===== src/rtl/frc_pkg.sv =====
/*
  Package for the fixed reference control block: register layout, reset values,
  gain and mode encodings, and the carrier structs shared by the top design file and the bench.
  Assumes a single clock domain running at 250 MHz.
*/
`default_nettype none
package frc_pkg;

  // ****************************************************************
  // Register map
  // ****************************************************************
  localparam logic [3:0] FRC_ADDR_CTRL     = 4'h0;  // Reference control register.
  localparam logic [7:0] FRC_CTRL_RESET    = 8'h00;
  localparam int         FRC_BIT_ENABLE    = 7;
  localparam int         FRC_BIT_READY     = 6;
  localparam int         FRC_BIT_TS_EN     = 5;
  localparam int         FRC_BIT_TS_RNG    = 4;
  localparam logic [7:0] FRC_WRITE_MASK    = 8'hB3;  // Bits 6, 3 and 2 are not writable.

  // ****************************************************************
  // Field encodings
  // ****************************************************************
  localparam logic [1:0] FRC_GAIN_OFF      = 2'h0;
  localparam logic [1:0] FRC_GAIN_X1       = 2'h1;
  localparam logic [1:0] FRC_GAIN_X2       = 2'h2;
  localparam logic [1:0] FRC_GAIN_X4       = 2'h3;
  localparam logic [2:0] FRC_OSC_INTERNAL  = 3'h2;
  localparam logic [2:0] FRC_FREQ_MATCH    = 3'h0;  // Upper three bits of the frequency field.
  localparam logic [1:0] FRC_BOR_SOFTWARE  = 2'h1;
  localparam logic [1:0] FRC_BOR_NO_SLEEP  = 2'h2;
  localparam logic [1:0] FRC_BOR_ALWAYS    = 2'h3;

  // ****************************************************************
  // Timing
  // ****************************************************************
  localparam int         FRC_CLK_MHZ       = 250;
  localparam int         FRC_SETTLE_US     = 25;  // Stabilization time in microseconds.
  localparam int         FRC_SETTLE_CYC    = FRC_SETTLE_US * FRC_CLK_MHZ;
  localparam logic [3:0] FRC_SETTLE_RST    = 4'h0;

  // ****************************************************************
  // Carriers
  // ****************************************************************
  typedef struct packed {
    logic [2:0] osc_select;
    logic [3:0] freq_select;
    logic [1:0] bor_mode;
    logic       bor_fast;
    logic       reg_power_mode;
    logic       sleeping;
  } frc_sys_t;

  typedef struct packed {
    logic       buf_on;
    logic       gain_x1;
    logic       gain_x2;
    logic       gain_x4;
  } frc_gain_t;

endpackage
`default_nettype wire


===== src/rtl/frc_settle.sv =====
/*
  Stabilization timer: counts clock cycles after the effective enable rises
  and raises a ready level once the count expires.
  Assumes the enable input is synchronous to the clock.
*/
`default_nettype none
module frc_settle #(
  parameter int CYCLES = frc_pkg::FRC_SETTLE_CYC
) (
  input  wire logic i_clk,
  input  wire logic i_rst,
  input  wire logic i_enable,
  output logic      o_ready
);
  import frc_pkg::*;

  localparam int W = $clog2(CYCLES + 1);

  logic [W-1:0] count_q;

  // ****************************************************************
  // Counter
  // ****************************************************************
  // Counting restarts whenever the enable drops, so each rise waits the full time.
  always_ff @(posedge i_clk or posedge i_rst) begin
    if (i_rst) begin
      count_q <= '0;
      o_ready <= 1'b0;
    end else if (!i_enable) begin
      count_q <= '0;
      o_ready <= 1'b0;
    end else if (count_q == W'(CYCLES - 1)) begin
      o_ready <= 1'b1;
    end else begin
      count_q <= count_q + W'(1);
    end
  end

  // Ready rises only where enable was already high two edges earlier.
  a_ready_needs_wait: assert property (@(posedge i_clk) disable iff (i_rst)
    $rose(o_ready) |-> $past(i_enable, 2)) else $error("ready rose without enable");

endmodule // frc_settle
`default_nettype wire


===== src/rtl/frc_top.sv =====
/*
  Fixed reference control: one 8-bit control register on a plain strobe port,
  effective enable from software and system conditions, buffer gain decode and
  the ready flag after stabilization, or held set in the full-voltage variant.
  Assumes system condition inputs arrive asynchronously and are synchronised here.
*/
// Implementation choices: the address map and the strobed register port.
`default_nettype none
module frc_top #(
  parameter int SETTLE_CYCLES = frc_pkg::FRC_SETTLE_CYC,
  parameter bit HIGH_VOLTAGE  = 1'b0
) (
  input  wire logic              I_CLK,
  input  wire logic              I_RST,
  input  wire logic [3:0]        I_ADDR,
  input  wire logic [7:0]        I_WDATA,
  input  wire logic              I_WR,
  input  wire logic              I_RD,
  input  wire frc_pkg::frc_sys_t I_SYS,
  output logic [7:0]             O_RDATA,
  output logic                   O_REF_ON,
  output logic                   O_REF_READY,
  output frc_pkg::frc_gain_t     O_GAIN,
  output logic                   O_TS_EN,
  output logic                   O_TS_RANGE
);
  import frc_pkg::*;

  logic [7:0] ctrl_q;
  frc_sys_t   sys_meta_q;
  frc_sys_t   sys_q;
  logic       need_d;
  logic       settle_ready;
  logic       ready_flag;

  // ****************************************************************
  // Functions
  // ****************************************************************
  // Decodes the two-bit gain field into buffer enable and one-hot gain.
  function automatic frc_gain_t gain_decode(input logic [1:0] code);
    frc_gain_t g;
    g.buf_on  = (code != FRC_GAIN_OFF);
    g.gain_x1 = (code == FRC_GAIN_X1);
    g.gain_x2 = (code == FRC_GAIN_X2);
    g.gain_x4 = (code == FRC_GAIN_X4);
    return g;
  endfunction

  // ****************************************************************
  // Input synchronisers
  // ****************************************************************
  // System conditions come from other logic and pass two flip-flops.
  always_ff @(posedge I_CLK or posedge I_RST) begin
    if (I_RST) begin
      sys_meta_q <= '0;
      sys_q      <= '0;
    end else begin
      sys_meta_q <= I_SYS;
      sys_q      <= sys_meta_q;
    end
  end

  // ****************************************************************
  // Control register
  // ****************************************************************
  // Only writable bits store; the ready bit and bits 3..2 ignore writes.
  always_ff @(posedge I_CLK or posedge I_RST) begin
    if (I_RST) begin
      ctrl_q <= FRC_CTRL_RESET;
    end else if (I_WR && I_ADDR == FRC_ADDR_CTRL) begin
      ctrl_q <= I_WDATA & FRC_WRITE_MASK;
    end
  end

  // ****************************************************************
  // Reference request
  // ****************************************************************
  // Software enable ORed with every system condition that needs the reference.
  always_comb begin
    need_d = ctrl_q[FRC_BIT_ENABLE];
    if (sys_q.osc_select == FRC_OSC_INTERNAL && sys_q.freq_select[3:1] == FRC_FREQ_MATCH
        && !sys_q.sleeping) begin
      need_d = 1'b1;
    end
    if (sys_q.bor_mode == FRC_BOR_ALWAYS) begin
      need_d = 1'b1;
    end
    if (sys_q.bor_mode == FRC_BOR_NO_SLEEP && sys_q.bor_fast) begin
      need_d = 1'b1;
    end
    if (sys_q.bor_mode == FRC_BOR_SOFTWARE && sys_q.bor_fast) begin
      need_d = 1'b1;
    end
    if (HIGH_VOLTAGE && sys_q.reg_power_mode && !sys_q.sleeping) begin
      need_d = 1'b1;
    end
  end

  // ****************************************************************
  // Outputs
  // ****************************************************************
  // Reference and buffer drive come straight from flip-flops. Software is
  // expected to clear the gain when off; the buffer still follows the field.
  always_ff @(posedge I_CLK or posedge I_RST) begin
    if (I_RST) begin
      O_REF_ON   <= 1'b0;
      O_GAIN     <= '0;
      O_TS_EN    <= 1'b0;
      O_TS_RANGE <= 1'b0;
    end else begin
      O_REF_ON   <= need_d;
      O_GAIN     <= gain_decode(ctrl_q[1:0]);
      O_TS_EN    <= ctrl_q[FRC_BIT_TS_EN];
      O_TS_RANGE <= ctrl_q[FRC_BIT_TS_RNG];
    end
  end

  // Stabilization timer runs from the registered effective enable.
  frc_settle #(
    .CYCLES (SETTLE_CYCLES)
  ) u_settle (
    .i_clk    (I_CLK),
    .i_rst    (I_RST),
    .i_enable (O_REF_ON),
    .o_ready  (settle_ready)
  );

  assign ready_flag = HIGH_VOLTAGE ? 1'b1 : (settle_ready & O_REF_ON);

  // Ready output and read data are registered.
  always_ff @(posedge I_CLK or posedge I_RST) begin
    if (I_RST) begin
      O_REF_READY <= 1'b0;
      O_RDATA     <= 8'h00;
    end else begin
      O_REF_READY <= ready_flag;
      if (I_RD && I_ADDR == FRC_ADDR_CTRL) begin
        O_RDATA <= {ctrl_q[7], ready_flag, ctrl_q[5:4], 2'h0, ctrl_q[1:0]};
      end else begin
        O_RDATA <= 8'h00;  // Unmapped or idle reads return zero.
      end
    end
  end

  // ****************************************************************
  // Assertions
  // ****************************************************************
  // Every output is a flip-flop loaded from the state sampled at one edge, so each
  // consequent looks one edge past its cause; a register write needs one edge more.

  // Setting the enable bit turns the reference on once the register has taken it.
  a_enable_turns_on: assert property (@(posedge I_CLK) disable iff (I_RST)
    (I_WR && I_ADDR == FRC_ADDR_CTRL && I_WDATA[7]) |-> ##2 O_REF_ON) else $error("enable ignored");

  // With no request of any kind the reference stays off.
  a_off_when_idle: assert property (@(posedge I_CLK) disable iff (I_RST)
    (!need_d) |=> !O_REF_ON) else $error("reference on without request");

  // Each nonzero gain code drives the buffer enable and its own gain line; the 1x and 2x checks also want the other lines low.
  a_gain_decode: assert property (@(posedge I_CLK) disable iff (I_RST)
    (ctrl_q[1:0] == FRC_GAIN_X4) |=> (O_GAIN.gain_x4 && O_GAIN.buf_on)) else $error("gain 4x decode");

  a_gain_x2_decode: assert property (@(posedge I_CLK) disable iff (I_RST)
    (ctrl_q[1:0] == FRC_GAIN_X2) |=> (O_GAIN.buf_on && O_GAIN.gain_x2 && !O_GAIN.gain_x1 && !O_GAIN.gain_x4))
    else $error("gain 2x decode");

  a_gain_x1_decode: assert property (@(posedge I_CLK) disable iff (I_RST)
    (ctrl_q[1:0] == FRC_GAIN_X1) |=> (O_GAIN.buf_on && O_GAIN.gain_x1 && !O_GAIN.gain_x2 && !O_GAIN.gain_x4))
    else $error("gain 1x decode");

  // Code zero switches the whole buffer off.
  a_gain_off: assert property (@(posedge I_CLK) disable iff (I_RST)
    (ctrl_q[1:0] == FRC_GAIN_OFF) |=> (O_GAIN == '0)) else $error("buffer not off");

  // Brown-out settings that need the reference keep it on.
  a_bor_request: assert property (@(posedge I_CLK) disable iff (I_RST)
    (sys_q.bor_mode == FRC_BOR_ALWAYS) |=> O_REF_ON) else $error("brownout request lost");

  a_bor_no_sleep: assert property (@(posedge I_CLK) disable iff (I_RST)
    (sys_q.bor_mode == FRC_BOR_NO_SLEEP && sys_q.bor_fast) |=> O_REF_ON) else $error("no-sleep bor lost");

  a_bor_soft: assert property (@(posedge I_CLK) disable iff (I_RST)
    (sys_q.bor_mode == FRC_BOR_SOFTWARE && sys_q.bor_fast) |=> O_REF_ON) else $error("soft bor lost");

  // The fast internal oscillator needs the reference only while the device is awake.
  a_osc_request: assert property (@(posedge I_CLK) disable iff (I_RST)
    (sys_q.osc_select == FRC_OSC_INTERNAL && sys_q.freq_select[3:1] == FRC_FREQ_MATCH && !sys_q.sleeping)
    |=> O_REF_ON) else $error("oscillator request lost");

  a_osc_sleeping: assert property (@(posedge I_CLK) disable iff (I_RST)
    (sys_q.osc_select == FRC_OSC_INTERNAL && sys_q.sleeping && !ctrl_q[FRC_BIT_ENABLE]
     && sys_q.bor_mode == 2'h0) |=> !O_REF_ON) else $error("oscillator request in sleep");

  // The regulator needs the reference in the full-voltage variant while awake.
  a_regulator_request: assert property (@(posedge I_CLK) disable iff (I_RST)
    (HIGH_VOLTAGE && sys_q.reg_power_mode && !sys_q.sleeping) |=> O_REF_ON)
    else $error("regulator request lost");

  // In the low-voltage variant ready stays low while the reference is off and on the edge after it turns on.
  a_ready_low_off: assert property (@(posedge I_CLK) disable iff (I_RST)
    (!HIGH_VOLTAGE && !O_REF_ON) |=> !O_REF_READY) else $error("ready while off");

  a_ready_restart: assert property (@(posedge I_CLK) disable iff (I_RST)
    (!HIGH_VOLTAGE && $rose(O_REF_ON)) |=> !O_REF_READY) else $error("ready without a fresh wait");

  a_read_not_ready: assert property (@(posedge I_CLK) disable iff (I_RST)
    (!HIGH_VOLTAGE && I_RD && I_ADDR == FRC_ADDR_CTRL && !O_REF_ON) |=> !O_RDATA[FRC_BIT_READY])
    else $error("ready bit read while off");

  // The ready bit is read-only and the unused bits never store.
  a_write_masked: assert property (@(posedge I_CLK) disable iff (I_RST)
    (I_WR && I_ADDR == FRC_ADDR_CTRL) |=> (ctrl_q[3:2] == 2'h0 && !ctrl_q[FRC_BIT_READY]))
    else $error("read-only bits stored");

  // The full-voltage variant shows ready from the first edge after reset. The sampled
  // reset keeps the release edge itself, where the flag is still clear, out of the check.
  a_ready_const: assert property (@(posedge I_CLK) disable iff (I_RST)
    (HIGH_VOLTAGE && !I_RST) |=> O_REF_READY) else $error("ready not forced");

  a_read_ready_hv: assert property (@(posedge I_CLK) disable iff (I_RST)
    (HIGH_VOLTAGE && I_RD && I_ADDR == FRC_ADDR_CTRL) |=> O_RDATA[FRC_BIT_READY])
    else $error("ready bit not forced");

endmodule // frc_top
`default_nettype wire


===== config.mk =====
export PLATFORM = sky130hd
export DESIGN_NAME = frc_top
export DESIGN_NICKNAME = d
export VERILOG_FILES = /design/src/rtl/frc_pkg.sv /design/src/rtl/frc_settle.sv /design/src/rtl/frc_top.sv
export SDC_FILE = /design/constraint.sdc
export NUM_CORES = 1
export LEC_CHECK = 0
export ABC_AREA = 1
export BUFFER_PORTS_ARGS = -buffer_cell sky130_fd_sc_hd__buf_2
export CAP_MARGIN = 15
export CORE_UTILIZATION = 45
export DETAILED_ROUTE_END_ITERATION = 10
export HOLD_SLACK_MARGIN = 0.12
export PLACE_DENSITY = 0.71
export SYNTH_ARGS = -nofsm -noshare
export SYNTH_HDL_FRONTEND = slang
export SYNTH_HIERARCHICAL = 1
export SYNTH_SLANG_ARGS = --single-unit

===== constraint.sdc =====
create_clock -name I_CLK -period 1.4 [get_ports I_CLK]
set_clock_uncertainty 0.05 [all_clocks]
set_input_delay 0.14 -clock I_CLK [delete_from_list [all_inputs] [get_ports I_CLK]]
set_output_delay 0.14 -clock I_CLK [all_outputs]
set_load 0.05 [all_outputs]

==> run summary <==
- **outcome** complete, no violations
- **beginning of the worst register-to-register path** u_settle/count_q[0]$_DFFE_PP0P_
- **GRT Residual Overflow** 0
- **Yosys top cell area share** 0.618
- **reg-to-reg endpoint** u_settle/count_q[10]$_DFFE_PP0P_
- **endpoint class of the critical path** output pin
- **flop-to-flop setup slack** 90 ps
- **vias per inst** 4.60
- **Avg WL per Cell** 11.6 um
- **non-filler instance count after layout** 338
- **Crit-path slowest cell** sky130_fd_sc_hd__dfrtp_2
- **cell family with the largest share of critical-path delay** flip-flops
- **H-tree level count** 2
- **biggest area consumer among synthesized cells** sky130_fd_sc_hd__dfrtp_1
- **Mapped Area** 2150 sq um
- **area of the core region** 4470 sq um
- **Hold/Removal Path Class** in -> reg
- **first-pass GRT wire length** 6.71 mm
- **buffer cell driving the clock tree root** sky130_fd_sc_hd__clkbuf_8
- **synthesized area per cell** 9.76 sq um
- **number of flops mapped to enable cells by yosys** 0
- **logic depth of the worst setup path including buffers** 2
- **share of final-layout standard cells stronger than drive strength 1** 0.255
- **part of the total power dissipated in the clock network** 0.315
- **number of port buffers** 36
- **clock tree sinks** 53
- **RSZ-0062 raised after global routing** yes
- **WP buf/inv** 2
- **worst hold margin** 125 ps
- **CTS tree** built
- **Detailed Route WL** 3.93 mm
- **arrival time at the worst endpoint** 1150 ps
- **Via Count** 1,555
- **buffer levels on the longest clock path** 2
- **first drt pass iteration count** 4
- **total global routing track utilization** 0.177
- **critical path startpoint** O_REF_ON$_DFF_PP0_
- **maxcap violations** 0
- **number of instances in the synthesized netlist** 220
- **required time of the worst setup path** 1210 ps
- **Die H** 71.1 um
- **sequential share of power** 0.519
- **vias in the first global route** 1,534
- **register area share after synthesis** 0.618
- **switching power share of the total** 0.294
- **total negative slack for setup checks** 0 ps
- **largest net degree at the start of global routing** 40
- **max-slew violation count** 0
- **Clk Latency, worst-skew pair** 300 ps
- **number of endpoints failing setup at the final stage** 0
- **Final Wtd Congestion** 0.816
- **synth warn** 6
- **Filler cells** 348
- **clock transition time at the flip-flop clock pins of the worst setup and hold paths** 100 ps
- **Detailed Route Iter0 Violations** 62
- **Post-synth top flop** sky130_fd_sc_hd__dfrtp_1
- **cell types occupying the most area after synthesis** sky130_fd_sc_hd__dfrtp_1, sky130_fd_sc_hd__nand2_1, sky130_fd_sc_hd__inv_1
- **worst-margin pin slew** 518 ps
- **Rel. slew slack** 0.654
- **capture point of the worst path** O_REF_ON
- **highest achievable clock rate** 749 MHz
- **total power draw** 3.40 mW
- **net switching power of the design** 1.00 mW
- **CP peak stage delay** 460 ps
- **number of buffers added by the clock tree synthesis step** 5
- **antenna diode count** 0
- **largest vdd supply drop** 0.964 mV
- **area of the die** 5050 sq um
- **cell depth of the worst flop-to-flop path** 7
- **final cycle utilization of the critical path** 0.954
- **leakage power total** 1.37 nW
- **final hold vios** 0
- **time the final worst path needs with I/O delays and setup** 1340 ps
- **drt drc** 0
- **number of nets in the finished design** 315
- **Async S/R FF share, synth** 1.00
- **area delta synth->final** 28.1%
- **Inst Count DP** 308
- **share of power burned in combinational logic** 0.167
- **initial core utilization** 0.480
- **CP Class** reg -> out
- **count of standard-cell rows** 24
- **HPWL after DPL** 2.53 mm
- **count of pins on the block boundary** 44
- **peak fanout along the critical path** 7
- **power density normalized to cell area** 1240 nW/um^2
- **cells along the critical path** buf_4, clkbuf_4
- **area taken by flip-flops and latches** 1330 sq um
- **number of antenna violations at the first check in global routing** 0
- **Power Internal** 2.40 mW
- **number of different library cells in the post-synthesis netlist** 22
- **area occupied by multi-input gates** 674 sq um
- **horizontal die dimension** 71.1 um
- **flip-flop and latch count after synthesis** 53
- **antenna viol nets, final** 0
- **Worst setup SP type** flop
stage by stage:
stage,setup slack [ps],cell area (sq um),utilization
after CTS,31.0,2730,0.610
after floorplan,164,2150,-
after global placement,121,2390,0.534
after global routing,-11.8,2750,0.615
final,64.1,2750,0.615
after detailed placement,93.8,2390,0.534
synth_stat cells (3+ instances only):
cell and n:
sky130_fd_sc_hd__nor2_4 5, sky130_fd_sc_hd__a21oi_1 8, sky130_fd_sc_hd__nor2_1 24, sky130_fd_sc_hd__nand4_1 9, sky130_fd_sc_hd__buf_4 3, sky130_fd_sc_hd__o21ai_0 4
sky130_fd_sc_hd__nor2_2 7, sky130_fd_sc_hd__nand3_1 10, sky130_fd_sc_hd__dfrtp_1 53, sky130_fd_sc_hd__inv_1 35, sky130_fd_sc_hd__nand2_1 46
power groups by stage:
stage               sequential [mW]  clock, mW  combinational [mW]
global placement               1.79          0               0.506
detailed placement             1.79          0               0.517
floorplan                      1.92          0               0.242
global route                   1.79       1.15               0.624
finish                         1.76       1.07               0.567
CTS                            1.76       1.09               0.560
logic make-up (layout without fill, tap and decap cells):
| kind of cell | after synthesis | in the layout | share of synthesized area |
|---|---|---|---|
| flip-flops | 53 | 53 | 0.618 |
| adder cells (fa/ha/maj) | 2 | 2 | 0.0117 |
| AO/OA/AOI/OAI | 14 | 14 | 0.0355 |
| AND/OR/NAND/NOR | 108 | 108 | 0.252 |
| other | 1 | 2 | 0.00175 |
| buffers and inverters | 41 | 106 | 0.0775 |
| XOR/XNOR | 1 | 1 | 0.00408 |
area by class of cell:
class / count / area share
timing repair buffer: 61 / 0.155
tap: 52 / 0.0237
clock inverter: 3 / 0.0182
sequential: 53 / 0.483
clock buffer: 5 / 0.0250
inverter: 37 / 0.0505
multi-input combinational: 127 / 0.245
tightest hold or removal path, delay by kind of cell:
kind | cells | cell delay, ps
and+or+nand+nor | 3 | 210
buffers and inverters | 1 | 100
layer usage:
layer,share of wire,track usage,vias up
met4,0.0097,0.0644,0
met3,0.053,0.0613,4
met1,0.45,0.214,719
met2,0.49,0.294,32
met5,0,0,-
li1,-,-,800
state kept, by name, indices dropped and copies added (netlist names), 4 cells and up:
register	flops
O_GAIN	4
O_RDATA	6
ctrl_q	5
sys_meta_q	10
sys_q	10
u_settle/count_q	13
cell usage in the layout (no fill, tap or decap):
cell type / count
sky130_fd_sc_hd__dfrtp_1: 52
sky130_fd_sc_hd__nand2_1: 45
sky130_fd_sc_hd__inv_1: 35
sky130_fd_sc_hd__buf_2: 35
sky130_fd_sc_hd__nor2_1: 23
sky130_fd_sc_hd__dlygate4sd3_1: 22
sky130_fd_sc_hd__nand4_1: 9
sky130_fd_sc_hd__nand3_1: 9
sky130_fd_sc_hd__nor2_2: 8
sky130_fd_sc_hd__a21oi_1: 8
sky130_fd_sc_hd__nor2_4: 5
sky130_fd_sc_hd__clkbuf_8: 5
sky130_fd_sc_hd__o21ai_0: 4
sky130_fd_sc_hd__buf_4: 3
sky130_fd_sc_hd__nand3_2: 3
sky130_fd_sc_hd__nand3_4: 2
sky130_fd_sc_hd__inv_2: 2
sky130_fd_sc_hd__nor3_1: 2
sky130_fd_sc_hd__conb_1: 2
sky130_fd_sc_hd__nand2_2: 2
sky130_fd_sc_hd__dfrtp_2: 1
sky130_fd_sc_hd__clkinv_4: 1
sky130_fd_sc_hd__bufinv_16: 1
sky130_fd_sc_hd__inv_8: 1
sky130_fd_sc_hd__clkbuf_4: 1
sky130_fd_sc_hd__o21ai_2: 1
sky130_fd_sc_hd__o21bai_2: 1
sky130_fd_sc_hd__xor2_1: 1
sky130_fd_sc_hd__ha_1: 1
sky130_fd_sc_hd__ha_2: 1
what timing repair did:
| action | 4_1_cts | 5_1_grt |
|---|---|---|
| resized for setup | 1 | 6 |
| pin swaps | 0 | 3 |
| endpoints found under the setup margin | 1 | 4 |
| hold buffers | 22 | 0 |
| setup buffers | 0 | 0 |
| hold endpoints to repair | 74 | 0 |
worst min path at each step:
stage / startpoint / to / slack (ps) / cells past startpoint
after floorplan: I_RST / u_settle/count_q[0]$_DFFE_PP0P_ / -20 / 1
after global placement: I_RST / u_settle/count_q[2]$_DFFE_PP0P_ / 170 / 2
after detailed placement: I_RST / u_settle/count_q[1]$_DFFE_PP0P_ / 180 / 2
after CTS: I_ADDR[2] / O_RDATA[4]$_DFF_PP0_ / 130 / 4
after global routing: I_ADDR[3] / O_RDATA[4]$_DFF_PP0_ / 130 / 4
final: I_ADDR[3] / O_RDATA[4]$_DFF_PP0_ / 130 / 4
Power figures use the tool's default switching activity.
